### config.mk
export PLATFORM = sky130hd
export DESIGN_NAME = asc_regs
export DESIGN_NICKNAME = d
export VERILOG_FILES = /design/src/design/asc_pkg.sv /design/src/design/asc_fifo.sv /design/src/design/asc_regs.sv
export SDC_FILE = /design/constraint.sdc
export NUM_CORES = 1
export LEC_CHECK = 0
export ABC_AREA = 1
export BUFFER_PORTS_ARGS = -buffer_cell sky130_fd_sc_hd__buf_2
export CORE_MARGIN = 5
export CORE_UTILIZATION = 65
export CTS_BUF_LIST = sky130_fd_sc_hd__clkbuf_4
export CTS_CLUSTER_DIAMETER = 200
export DETAILED_ROUTE_END_ITERATION = 7
export PLACE_DENSITY_LB_ADDON = 0.25
export SYNTH_ARGS = -nofsm -noshare
export SYNTH_HDL_FRONTEND = slang
export SYNTH_SLANG_ARGS = --single-unit
### constraint.sdc
create_clock -name sys_clk -period 10.35 [get_ports sys_clk]
set_input_delay 1.5525 -clock sys_clk [delete_from_list [all_inputs] [get_ports sys_clk]]
set_output_delay 1.5525 -clock sys_clk [all_outputs]
set_load 0.05 [all_outputs]
### src/design/asc_pkg.sv
// Constants for the audio serial control register block
package asc_pkg;

	// ----------------------------------------------------------------
	// Register byte offsets
	// ----------------------------------------------------------------
	localparam int          ADDR_W      = 8;
	localparam logic [7:0]  OFF_TXWIN   = 8'h00;
	localparam logic [7:0]  OFF_RXWIN   = 8'h04;
	localparam logic [7:0]  OFF_CONF    = 8'h08;
	localparam logic [7:0]  OFF_RAW     = 8'h0C;
	localparam logic [7:0]  OFF_MASKED  = 8'h10;
	localparam logic [7:0]  OFF_ENA     = 8'h14;
	localparam logic [7:0]  OFF_CLR     = 8'h18;
	localparam logic [7:0]  OFF_TIMEOUT = 8'h1C;

	// ----------------------------------------------------------------
	// Configuration field positions
	// ----------------------------------------------------------------
	localparam int CF_TX_RESET       = 0;
	localparam int CF_RX_RESET       = 1;
	localparam int CF_TX_FIFO_RESET  = 2;
	localparam int CF_RX_FIFO_RESET  = 3;
	localparam int CF_TX_START       = 4;
	localparam int CF_RX_START       = 5;
	localparam int CF_TX_EXT_CLK     = 6;
	localparam int CF_RX_EXT_CLK     = 7;
	localparam int CF_TX_RIGHT_FIRST = 8;
	localparam int CF_RX_RIGHT_FIRST = 9;
	localparam int CF_TX_ONE_DELAY   = 10;
	localparam int CF_RX_ONE_DELAY   = 11;
	localparam int CF_TX_SHORT_SYNC  = 12;
	localparam int CF_RX_SHORT_SYNC  = 13;
	localparam int CF_TX_MONO        = 14;
	localparam int CF_RX_MONO        = 15;
	localparam int CF_TX_RIGHT_TOP   = 16;
	localparam int CF_RX_RIGHT_TOP   = 17;
	localparam int CF_LOOPBACK       = 18;
	localparam int CONF_W            = 19;

	// ----------------------------------------------------------------
	// Event bit positions
	// ----------------------------------------------------------------
	localparam int EV_RX_HIGH_LEVEL  = 0;
	localparam int EV_TX_LOW_LEVEL   = 1;
	localparam int EV_RX_QUEUE_FULL  = 2;
	localparam int EV_RX_QUEUE_EMPTY = 3;
	localparam int EV_TX_QUEUE_FULL  = 4;
	localparam int EV_TX_QUEUE_EMPTY = 5;
	localparam int EV_RX_TIMEOUT     = 6;
	localparam int EV_TX_TIMEOUT     = 7;
	localparam int EV_W              = 16;

	// ----------------------------------------------------------------
	// Reset values, FIFO shape, timing
	// ----------------------------------------------------------------
	localparam logic [CONF_W-1:0] CONF_RST    = 19'h00000;
	localparam logic [15:0]       ENA_RST     = 16'h0000;
	localparam logic [15:0]       RAW_RST     = 16'h0000;
	localparam logic [15:0]       TIMEOUT_RST = 16'h0FFF;
	localparam int                FIFO_AW     = 3;
	localparam logic [3:0]        AEMPTY_LVL  = 4'h2;
	localparam logic [3:0]        AFULL_LVL   = 4'h6;
	localparam int                CLK_PERIOD_NS = 10;
	localparam int                BCK_PERIOD_NS = 80;
	localparam int                BCK_HALF    = BCK_PERIOD_NS / (2 * CLK_PERIOD_NS);
	localparam logic [1:0]        RESP_OKAY   = 2'h0;
	localparam logic [1:0]        RESP_SLVERR = 2'h2;

endpackage

### src/design/asc_fifo.sv
// Sample FIFO held in flip-flops
`timescale 1ns/10ps
`default_nettype none
module asc_fifo (
	input  wire logic        clk,
	input  wire logic        rst_n,
	input  wire logic        clr,
	input  wire logic        push,
	input  wire logic [31:0] wdata,
	input  wire logic        pop,
	output logic      [31:0] rdata,
	output logic             full,
	output logic             empty,
	output logic      [3:0]  level
);
	localparam int AW = asc_pkg::FIFO_AW;

	logic [31:0]   mem_q [2**AW];
	logic [AW-1:0] wr_q;
	logic [AW-1:0] rd_q;
	logic [AW:0]   cnt_q;
	logic          do_push;
	logic          do_pop;

	assign full    = cnt_q[AW];
	assign empty   = (cnt_q == '0);
	assign level   = 4'(cnt_q);
	assign rdata   = mem_q[rd_q];
	assign do_push = push & ~full;
	assign do_pop  = pop & ~empty;

	always_ff @(posedge clk) begin
		if (do_push) begin
			mem_q[wr_q] <= wdata;
		end
	end

	always_ff @(posedge clk or negedge rst_n) begin
		if (!rst_n) begin
			wr_q  <= '0;
			rd_q  <= '0;
			cnt_q <= '0;
		end else if (clr) begin
			wr_q  <= '0;
			rd_q  <= '0;
			cnt_q <= '0;
		end else begin
			wr_q  <= wr_q + AW'(do_push);
			rd_q  <= rd_q + AW'(do_pop);
			cnt_q <= cnt_q + (AW+1)'(do_push) - (AW+1)'(do_pop);
		end
	end
endmodule // asc_fifo
`default_nettype wire

### src/design/asc_regs.sv
// Register front end and serial engines of the audio serial port
`timescale 1ns/10ps
`default_nettype none
module asc_regs (
	input  wire logic        sys_clk,
	input  wire logic        rstn,
	input  wire logic [7:0]  s_axi_awaddr,
	input  wire logic        s_axi_awvalid,
	output logic             s_axi_awready,
	input  wire logic [31:0] s_axi_wdata,
	input  wire logic [3:0]  s_axi_wstrb,
	input  wire logic        s_axi_wvalid,
	output logic             s_axi_wready,
	output logic      [1:0]  s_axi_bresp,
	output logic             s_axi_bvalid,
	input  wire logic        s_axi_bready,
	input  wire logic [7:0]  s_axi_araddr,
	input  wire logic        s_axi_arvalid,
	output logic             s_axi_arready,
	output logic      [31:0] s_axi_rdata,
	output logic      [1:0]  s_axi_rresp,
	output logic             s_axi_rvalid,
	input  wire logic        s_axi_rready,
	input  wire logic        bck_in,
	input  wire logic        ws_in,
	input  wire logic        sd_in,
	output logic             bck_out,
	output logic             ws_out,
	output logic             sd_out,
	output logic             irq
);
	// ----------------------------------------------------------------
	// Reset release
	// ----------------------------------------------------------------
	logic rst_s1_q;
	logic rst_n;

	always_ff @(posedge sys_clk or negedge rstn) begin
		if (!rstn) begin
			rst_s1_q <= 1'b0;
			rst_n    <= 1'b0;
		end else begin
			rst_s1_q <= 1'b1;
			rst_n    <= rst_s1_q;
		end
	end

	// ----------------------------------------------------------------
	// Registers and bus slave
	// ----------------------------------------------------------------
	logic [asc_pkg::CONF_W-1:0] conf_q;
	logic [15:0] ena_q;
	logic [15:0] raw_q;
	logic [15:0] tmo_q;
	logic [15:0] ev_set;
	logic        aw_hold_q;
	logic        w_hold_q;
	logic [7:0]  awaddr_q;
	logic [31:0] wdata_q;
	logic [3:0]  wstrb_q;
	logic        do_wr;
	logic [31:0] wmask;
	logic [31:0] rd_mux;
	logic        rd_hit;
	logic        wr_hit;
	logic        ar_take;
	logic [31:0] rx_rdata;
	logic        rx_empty;
	logic        tx_push;
	logic        rx_pop;
	logic [15:0] clr_bits;

	assign s_axi_awready = ~aw_hold_q & ~s_axi_bvalid;
	assign s_axi_wready  = ~w_hold_q & ~s_axi_bvalid;
	assign s_axi_arready = ~s_axi_rvalid;
	assign do_wr   = aw_hold_q & w_hold_q & ~s_axi_bvalid;
	assign ar_take = s_axi_arvalid & s_axi_arready;
	assign wmask   = {{8{wstrb_q[3]}}, {8{wstrb_q[2]}}, {8{wstrb_q[1]}}, {8{wstrb_q[0]}}};
	assign tx_push = do_wr && awaddr_q == asc_pkg::OFF_TXWIN && wstrb_q != 4'h0;
	assign rx_pop  = ar_take && s_axi_araddr == asc_pkg::OFF_RXWIN;
	assign clr_bits = (do_wr && awaddr_q == asc_pkg::OFF_CLR) ? wdata_q[15:0] & wmask[15:0]
	                                                          : 16'h0000;

	always_comb begin
		wr_hit = 1'b1;
		case (awaddr_q)
			asc_pkg::OFF_TXWIN, asc_pkg::OFF_RXWIN, asc_pkg::OFF_CONF, asc_pkg::OFF_RAW,
			asc_pkg::OFF_MASKED, asc_pkg::OFF_ENA, asc_pkg::OFF_CLR,
			asc_pkg::OFF_TIMEOUT: wr_hit = 1'b1;
			default: wr_hit = 1'b0;
		endcase
	end

	always_comb begin
		rd_hit = 1'b1;
		case (s_axi_araddr)
			asc_pkg::OFF_RXWIN:   rd_mux = rx_empty ? 32'h0000_0000 : rx_rdata;
			asc_pkg::OFF_CONF:    rd_mux = 32'(conf_q);
			asc_pkg::OFF_RAW:     rd_mux = {16'h0000, raw_q};
			asc_pkg::OFF_MASKED:  rd_mux = {16'h0000, raw_q & ena_q};
			asc_pkg::OFF_ENA:     rd_mux = {16'h0000, ena_q};
			asc_pkg::OFF_TIMEOUT: rd_mux = {16'h0000, tmo_q};
			asc_pkg::OFF_TXWIN, asc_pkg::OFF_CLR: rd_mux = 32'h0000_0000;
			default: begin
				rd_mux = 32'h0000_0000;
				rd_hit = 1'b0;
			end
		endcase
	end

	always_ff @(posedge sys_clk or negedge rst_n) begin
		if (!rst_n) begin
			aw_hold_q    <= 1'b0;
			w_hold_q     <= 1'b0;
			awaddr_q     <= 8'h00;
			wdata_q      <= 32'h0000_0000;
			wstrb_q      <= 4'h0;
			s_axi_bvalid <= 1'b0;
			s_axi_bresp  <= asc_pkg::RESP_OKAY;
		end else begin
			if (s_axi_awvalid && s_axi_awready) begin
				aw_hold_q <= 1'b1;
				awaddr_q  <= s_axi_awaddr;
			end
			if (s_axi_wvalid && s_axi_wready) begin
				w_hold_q <= 1'b1;
				wdata_q  <= s_axi_wdata;
				wstrb_q  <= s_axi_wstrb;
			end
			if (do_wr) begin
				aw_hold_q    <= 1'b0;
				w_hold_q     <= 1'b0;
				s_axi_bvalid <= 1'b1;
				s_axi_bresp  <= wr_hit ? asc_pkg::RESP_OKAY : asc_pkg::RESP_SLVERR;
			end else if (s_axi_bready) begin
				s_axi_bvalid <= 1'b0;
			end
		end
	end

	always_ff @(posedge sys_clk or negedge rst_n) begin
		if (!rst_n) begin
			s_axi_rvalid <= 1'b0;
			s_axi_rdata  <= 32'h0000_0000;
			s_axi_rresp  <= asc_pkg::RESP_OKAY;
		end else if (ar_take) begin
			s_axi_rvalid <= 1'b1;
			s_axi_rdata  <= rd_mux;
			s_axi_rresp  <= rd_hit ? asc_pkg::RESP_OKAY : asc_pkg::RESP_SLVERR;
		end else if (s_axi_rready) begin
			s_axi_rvalid <= 1'b0;
		end
	end

	always_ff @(posedge sys_clk or negedge rst_n) begin
		if (!rst_n) begin
			conf_q <= asc_pkg::CONF_RST;
			ena_q  <= asc_pkg::ENA_RST;
			tmo_q  <= asc_pkg::TIMEOUT_RST;
		end else if (do_wr) begin
			case (awaddr_q)
				asc_pkg::OFF_CONF: begin
					conf_q <= (conf_q & wmask[asc_pkg::CONF_W-1:0])
					        ^ conf_q ^ (wdata_q[asc_pkg::CONF_W-1:0] & wmask[asc_pkg::CONF_W-1:0]);
				end
				asc_pkg::OFF_ENA:     ena_q <= (ena_q & ~wmask[15:0]) | (wdata_q[15:0] & wmask[15:0]);
				asc_pkg::OFF_TIMEOUT: tmo_q <= (tmo_q & ~wmask[15:0]) | (wdata_q[15:0] & wmask[15:0]);
				default: ;
			endcase
		end
	end

	// Set beats clear so an event in the clearing cycle survives
	always_ff @(posedge sys_clk or negedge rst_n) begin
		if (!rst_n) begin
			raw_q <= asc_pkg::RAW_RST;
			irq   <= 1'b0;
		end else begin
			raw_q <= (raw_q & ~clr_bits) | ev_set;
			irq   <= |(((raw_q & ~clr_bits) | ev_set) & ena_q);
		end
	end

	// ----------------------------------------------------------------
	// FIFOs
	// ----------------------------------------------------------------
	logic [31:0] tx_rdata;
	logic        tx_full;
	logic        tx_empty;
	logic [3:0]  tx_level;
	logic        tx_pop;
	logic        rx_push;
	logic [31:0] rx_word;
	logic        rx_full;
	logic [3:0]  rx_level;

	asc_fifo u_tx_fifo (
		.clk   (sys_clk),
		.rst_n (rst_n),
		.clr   (conf_q[asc_pkg::CF_TX_FIFO_RESET]),
		.push  (tx_push),
		.wdata (wdata_q),
		.pop   (tx_pop),
		.rdata (tx_rdata),
		.full  (tx_full),
		.empty (tx_empty),
		.level (tx_level)
	);

	asc_fifo u_rx_fifo (
		.clk   (sys_clk),
		.rst_n (rst_n),
		.clr   (conf_q[asc_pkg::CF_RX_FIFO_RESET]),
		.push  (rx_push),
		.wdata (rx_word),
		.pop   (rx_pop),
		.rdata (rx_rdata),
		.full  (rx_full),
		.empty (rx_empty),
		.level (rx_level)
	);

	// ----------------------------------------------------------------
	// Pin synchronisers and bit clock generator
	// ----------------------------------------------------------------
	logic [2:0] bck_s_q;
	logic [1:0] ws_s_q;
	logic [1:0] sd_s_q;
	logic [7:0] div_q;
	logic       e_fall;
	logic       e_rise;
	logic       m_fall;
	logic       m_rise;

	always_ff @(posedge sys_clk or negedge rst_n) begin
		if (!rst_n) begin
			bck_s_q <= 3'h0;
			ws_s_q  <= 2'h0;
			sd_s_q  <= 2'h0;
			div_q   <= 8'h00;
			bck_out <= 1'b0;
		end else begin
			bck_s_q <= {bck_s_q[1:0], bck_in};
			ws_s_q  <= {ws_s_q[0], ws_in};
			sd_s_q  <= {sd_s_q[0], sd_in};
			div_q   <= (m_fall | m_rise) ? 8'h00 : div_q + 8'h01;
			if (m_fall | m_rise) begin
				bck_out <= ~bck_out;
			end
		end
	end

	assign m_rise = (div_q == 8'(asc_pkg::BCK_HALF - 1)) & ~bck_out;
	assign m_fall = (div_q == 8'(asc_pkg::BCK_HALF - 1)) & bck_out;
	assign e_fall = bck_s_q[2] & ~bck_s_q[1];
	assign e_rise = ~bck_s_q[2] & bck_s_q[1];

	// ----------------------------------------------------------------
	// Frame position to word bit index
	// ----------------------------------------------------------------
	function automatic logic [4:0] bit_index(input logic [4:0] pos, input logic rfirst,
	                                         input logic rtop, input logic mono);
		logic half;
		logic right;
		half  = mono ? 1'b0 : pos[4];
		right = half ^ rfirst;
		return {right == rtop, ~pos[3:0]};
	endfunction

	// ----------------------------------------------------------------
	// Transmit engine
	// ----------------------------------------------------------------
	logic        tx_ext;
	logic        tx_fall;
	logic        tx_ws;
	logic        tx_ws_last_q;
	logic [4:0]  tx_cnt_q;
	logic [4:0]  tx_cnt_d;
	logic [4:0]  tx_pos;
	logic [31:0] tx_word_q;
	logic        tx_short;
	logic        tx_first_lvl;
	logic        tx_fstart;
	logic        tx_run;

	assign tx_ext       = conf_q[asc_pkg::CF_TX_EXT_CLK];
	assign tx_short     = conf_q[asc_pkg::CF_TX_SHORT_SYNC];
	assign tx_first_lvl = conf_q[asc_pkg::CF_TX_RIGHT_FIRST];
	assign tx_run       = conf_q[asc_pkg::CF_TX_START] & ~conf_q[asc_pkg::CF_TX_RESET];
	assign tx_fall      = tx_ext ? e_fall : m_fall;
	assign tx_ws        = tx_ext ? ws_s_q[1] : ws_out;
	assign tx_fstart    = tx_short ? (tx_ws & ~tx_ws_last_q)
	                               : (tx_ws == tx_first_lvl && tx_ws_last_q != tx_first_lvl);
	assign tx_cnt_d     = (tx_ext && tx_fstart) ? 5'h00 : tx_cnt_q + 5'h01;
	assign tx_pos       = tx_cnt_d - 5'(conf_q[asc_pkg::CF_TX_ONE_DELAY]);
	assign tx_pop       = tx_fall & tx_run & (tx_pos == 5'h1F);

	always_ff @(posedge sys_clk or negedge rst_n) begin
		if (!rst_n) begin
			tx_cnt_q     <= 5'h1F;
			tx_ws_last_q <= 1'b0;
			tx_word_q    <= 32'h0000_0000;
			ws_out       <= 1'b0;
			sd_out       <= 1'b0;
		end else if (conf_q[asc_pkg::CF_TX_RESET]) begin
			tx_cnt_q     <= 5'h1F;
			tx_ws_last_q <= 1'b0;
			tx_word_q    <= 32'h0000_0000;
			sd_out       <= 1'b0;
		end else if (tx_fall) begin
			tx_cnt_q     <= tx_cnt_d;
			tx_ws_last_q <= tx_ws;
			ws_out       <= tx_short ? (tx_cnt_d == 5'h1F) : (tx_cnt_d[4] ^ tx_first_lvl);
			sd_out       <= tx_word_q[bit_index(tx_pos, conf_q[asc_pkg::CF_TX_RIGHT_FIRST],
			                conf_q[asc_pkg::CF_TX_RIGHT_TOP],
			                conf_q[asc_pkg::CF_TX_MONO] & tx_short)];
			if (tx_pos == 5'h1F) begin
				tx_word_q <= (tx_run && !tx_empty) ? tx_rdata : 32'h0000_0000;
			end
		end
	end

	// ----------------------------------------------------------------
	// Receive engine
	// ----------------------------------------------------------------
	logic        rx_ext;
	logic        rx_lb;
	logic        rx_fall;
	logic        rx_rise;
	logic        rx_ws;
	logic        rx_ws_last_q;
	logic [4:0]  rx_cnt_q;
	logic [4:0]  rx_pos;
	logic [31:0] rx_acc_q;
	logic        rx_short;
	logic        rx_first_lvl;
	logic        rx_fstart;
	logic        rx_run;
	logic        rx_sync_ext;

	assign rx_lb        = conf_q[asc_pkg::CF_LOOPBACK];
	assign rx_ext       = conf_q[asc_pkg::CF_RX_EXT_CLK];
	assign rx_sync_ext  = rx_lb ? tx_ext : rx_ext;
	assign rx_fall      = rx_sync_ext ? e_fall : m_fall;
	assign rx_rise      = rx_sync_ext ? e_rise : m_rise;
	assign rx_ws        = rx_sync_ext ? ws_s_q[1] : ws_out;
	assign rx_short     = conf_q[asc_pkg::CF_RX_SHORT_SYNC];
	assign rx_first_lvl = conf_q[asc_pkg::CF_RX_RIGHT_FIRST];
	assign rx_run       = conf_q[asc_pkg::CF_RX_START] & ~conf_q[asc_pkg::CF_RX_RESET];
	assign rx_fstart    = rx_short ? (rx_ws & ~rx_ws_last_q)
	                               : (rx_ws == rx_first_lvl && rx_ws_last_q != rx_first_lvl);
	assign rx_pos       = rx_cnt_q - 5'(conf_q[asc_pkg::CF_RX_ONE_DELAY]);

	always_comb begin
		rx_word = rx_acc_q;
		rx_word[bit_index(rx_pos, conf_q[asc_pkg::CF_RX_RIGHT_FIRST],
		                  conf_q[asc_pkg::CF_RX_RIGHT_TOP],
		                  conf_q[asc_pkg::CF_RX_MONO] & rx_short)] = sd_s_q[1];
	end

	assign rx_push = rx_rise & rx_run & (rx_pos == 5'h1F);

	always_ff @(posedge sys_clk or negedge rst_n) begin
		if (!rst_n) begin
			rx_cnt_q     <= 5'h1F;
			rx_ws_last_q <= 1'b0;
			rx_acc_q     <= 32'h0000_0000;
		end else if (conf_q[asc_pkg::CF_RX_RESET]) begin
			rx_cnt_q     <= 5'h1F;
			rx_ws_last_q <= 1'b0;
			rx_acc_q     <= 32'h0000_0000;
		end else begin
			if (rx_fall) begin
				rx_cnt_q     <= (rx_sync_ext && rx_fstart) ? 5'h00 : rx_cnt_q + 5'h01;
				rx_ws_last_q <= rx_ws;
			end
			if (rx_rise) begin
				rx_acc_q <= rx_word;
			end
		end
	end

	// ----------------------------------------------------------------
	// Events
	// ----------------------------------------------------------------
	logic [5:0]  lvl_q;
	logic [5:0]  lvl_d;
	logic [15:0] tx_stall_q;
	logic [15:0] rx_stall_q;
	logic        tx_stalled;
	logic        rx_stalled;

	assign tx_stalled = tx_run & tx_empty;
	assign rx_stalled = rx_run & rx_full;
	assign lvl_d = {tx_empty, tx_full, rx_empty, rx_full,
	                tx_level <= asc_pkg::AEMPTY_LVL, rx_level >= asc_pkg::AFULL_LVL};

	always_comb begin
		ev_set = 16'h0000;
		ev_set[asc_pkg::EV_TX_QUEUE_EMPTY] = lvl_d[5] & ~lvl_q[5];
		ev_set[asc_pkg::EV_TX_QUEUE_FULL]  = lvl_d[4] & ~lvl_q[4];
		ev_set[asc_pkg::EV_RX_QUEUE_EMPTY] = lvl_d[3] & ~lvl_q[3];
		ev_set[asc_pkg::EV_RX_QUEUE_FULL]  = lvl_d[2] & ~lvl_q[2];
		ev_set[asc_pkg::EV_TX_LOW_LEVEL]   = lvl_d[1] & ~lvl_q[1];
		ev_set[asc_pkg::EV_RX_HIGH_LEVEL]  = lvl_d[0] & ~lvl_q[0];
		ev_set[asc_pkg::EV_TX_TIMEOUT] = tx_stalled && tx_stall_q == tmo_q;
		ev_set[asc_pkg::EV_RX_TIMEOUT] = rx_stalled && rx_stall_q == tmo_q;
	end

	// Stall counters stop one past the limit so a timeout fires once per stall
	always_ff @(posedge sys_clk or negedge rst_n) begin
		if (!rst_n) begin
			lvl_q      <= 6'h2A;
			tx_stall_q <= 16'h0000;
			rx_stall_q <= 16'h0000;
		end else begin
			lvl_q      <= lvl_d;
			tx_stall_q <= !tx_stalled ? 16'h0000 : tx_stall_q + 16'(tx_stall_q <= tmo_q);
			rx_stall_q <= !rx_stalled ? 16'h0000 : rx_stall_q + 16'(rx_stall_q <= tmo_q);
		end
	end
endmodule // asc_regs
`default_nettype wire

==> results.ini <==
[floorplan]
die_y_um = 242
dieArea_um2 = 58700
initial_core_util_pct = 65.3
core_um2 = 53700
io_pins = 107
die_w_um = 242
rows = 85

[drt]
drtAntennaViolNets = 0
routed_wirelength_um = 89200
via_per_inst = 6.05
drc = 0
drtIter0Drc = 2692
wl_per_cell_um = 20.8
first_pass_iters = 6
vias = 26000

[worst_setup_path]
worstSetupStartpoint = s_axi_arvalid
cp.required_ps = 11280
critPathTopFamily = buffers and inverters
crit_slowest_cell = nand2_1
end_kind = flip-flop
critPathMaxFanout = 37
startpoint_type = input port
path_depth = 12
r2r-end = u_rx_fifo.mem_q[4][17]
crit_type = in -> reg
regToRegSetupSlack_ps = 6350
slowest_delay_ps = 880
cp_cell_sequence = buf_2, nand2_1, buf_4, clkinv_1, nand2_1, inv_1, ha_1, inv_1, ha_1, fa_1, xnor2_1, nor2_1
arrival_ps = 4940
reg2regPathDepth = 11
endpoint = u_rx_fifo.level[2]
crit_buf_inv = 5
r2r-start = rx_cnt_q[0]

[cells_and_area]
areaGrowthSynthToFinish_pct = 10.9
register_area_um2 = 23000
final_cell_mix = edfxtp_1, nand2_1, nor2_1, o21ai_0, clkbuf_4
multi_input_area_um2 = 10700
fill_cells = 3726
mostFrequentLayoutCell = edfxtp_1
nets = 3547
final_util_pct = 72.5
drive_above_1_share_pct = 16.4

[global_routing]
grt_overflow = 0
grt_pass1_wl_um = 140000
antenna_found_initial = 2
grt_max_degree = 176
gr-usage-all-layers_pct = 30.5
grt_pass1_vias = 25900

[yosys]
synth_top_family_by_area = simple AND/OR/NAND/NOR gates
synth_top_area_cell = edfxtp_1
synth_top_area_share_pct = 43.8
synth-xor-area-share_pct = 0.827
synth-edff-count = 512
ys_warn_count = 0
ys_seq_elements = 816
avgSynthCellArea_um2 = 10.9
synth.mux.area_fraction_pct = 0.802
async_reset_ff_share_pct = 37.3
synthTopCellsByArea = edfxtp_1, dfrtp_1, o21ai_0
syn_inst = 3228
synth_fa_ha_area_share_pct = 2.29
synth-main-ff-cell = edfxtp_1
synth.distinct_cells = 59
synthSimpleGateAreaFrac_pct = 14.3
yosysSeqAreaShare_pct = 65.6
syn-cell-area_um2 = 35100
synth_compound_area_share_pct = 12.1

[cts]
cts_resized = 0
cts.sinks = 816
cts_tree = built
post_cts_buffers = 0
cts-root-buf = clkbuf_4
htreeDepth = 4
holdBufCountCts = 0
cts_buffer_depth = 3
clk_pin_slew_ps = 60
cts-buffers-inserted = 200
clk_latency_ps = 1090

[outcome]
status = finished, final reports clean

[power]
leakagePower_nw = 15.9
ir_drop_mv = 0.0957
power_density_nw_per_um2 = 201

[placed_design]
hpwl_um = 54200
place.port_buffers = 104
routabilityCongestion = 0.926

[min_path]
hold_class = in -> async

[sta]
hold_violations = 0
fin_skew_ps = 61.6
setup_tns_ps = 0
slew_headroom_pct = 16.5
period_minus_slack_ps = 4010
finalCritPeriodShare_pct = 38.8
slew_violations = 0
clock.fmax_ghz = 0.249
setup_viol = 0
grt_setup_unrepaired = no
tightest_slew_ps = 1250

[run]
maxCapViolations = 0

==> cell families (layout without fill, tap and decap cells) <==
group | count (synthesis) | after routing
compound gates | 750 | 750
xor+xnor | 25 | 25
fa+ha+maj | 63 | 63
buf+inv | 365 | 728
flops | 816 | 816
mux | 25 | 25
other cells | 2 | 7
simple gates | 1182 | 1182
==> flip-flops by register name (all words and copies together), names as in the netlist, 16 cells and up, named ones only <==
name	cells
rx_acc_q	32
tx_word_q	32
tx_stall_q	16
u_tx_fifo.mem_q	256
wdata_q	32
s_axi_rdata	32
u_rx_fifo.mem_q	256
raw_q	16
rx_stall_q	16
==> routing by layer <==
layer	GRT usage [%]	wire length (um)
met5	0	13
met4	14.7	3720
met3	7.33	7940
met2	48.4	42500
met1	40.2	35000
==> where the power goes <==
| part | switching (W) | internal (W) | total, W |
|---|---|---|---|
| Combinational | 0.000711 | 0.000293 | 0.00100 |
| Clock | 0.00128 | 0.00142 | 0.00271 |
| Sequential | 0.000273 | 0.00385 | 0.00413 |
| Total | 0.00227 | 0.00557 | 0.00784 |
==> synthesized netlist by cell type (all sizes together), types with 3 or more instances <==
cell type  count
a21o          16
a21oi        117
a22oi          3
a31oi         26
and2          32
buf           25
clkbuf       125
clkinv         6
dfrtp        279
dfstp         25
edfxtp       512
ha            61
inv          209
mux2          25
nand2        457
nand3        142
nand4         28
nor2         453
nor3          55
nor3b          5
nor4           5
o2111ai        4
o211ai         8
o21ai        428
o21bai        19
o221ai        43
o22a           3
o22ai         73
xnor2         10
xor2          15
==> worst min path at each step <==
stage,start,to,slack (ps),cells past startpoint
global placement,bck_s_q[0],bck_s_q[1],330,0
finish,rstn,rst_s1_q,280,1
detailed placement,bck_s_q[0],bck_s_q[1],340,0
floorplan,bck_s_q[0],bck_s_q[1],330,0
CTS,rstn,rst_s1_q,200,1
global route,rstn,rst_s1_q,220,1
==> cell type report <==
class	instances	area share [%]
tap	696	2.24
clock inverter	73	1.04
antenna	4	0.0257
clock buffer	299	5.77
multi-input combinational	2048	27.6
inverter	215	2.08
sequential	816	59.2
timing repair buffer	141	2.08
==> through the flow <==
step                      std cells  power (W)  cell area, um^2  worst slack [ps]  hold WS (ps)
after floorplan                3229    0.00478            35100              1290           331
after global placement         3916    0.00512            36300              5410           335
after detailed placement       3916    0.00517            36300              5360           339
after CTS                      4288    0.00786            38900              6430           196
after global routing           4290    0.00821            38900              6070           223
final                          4292    0.00784            38900              6340           281
No activity file was read; power rests on OpenSTA's default activity.
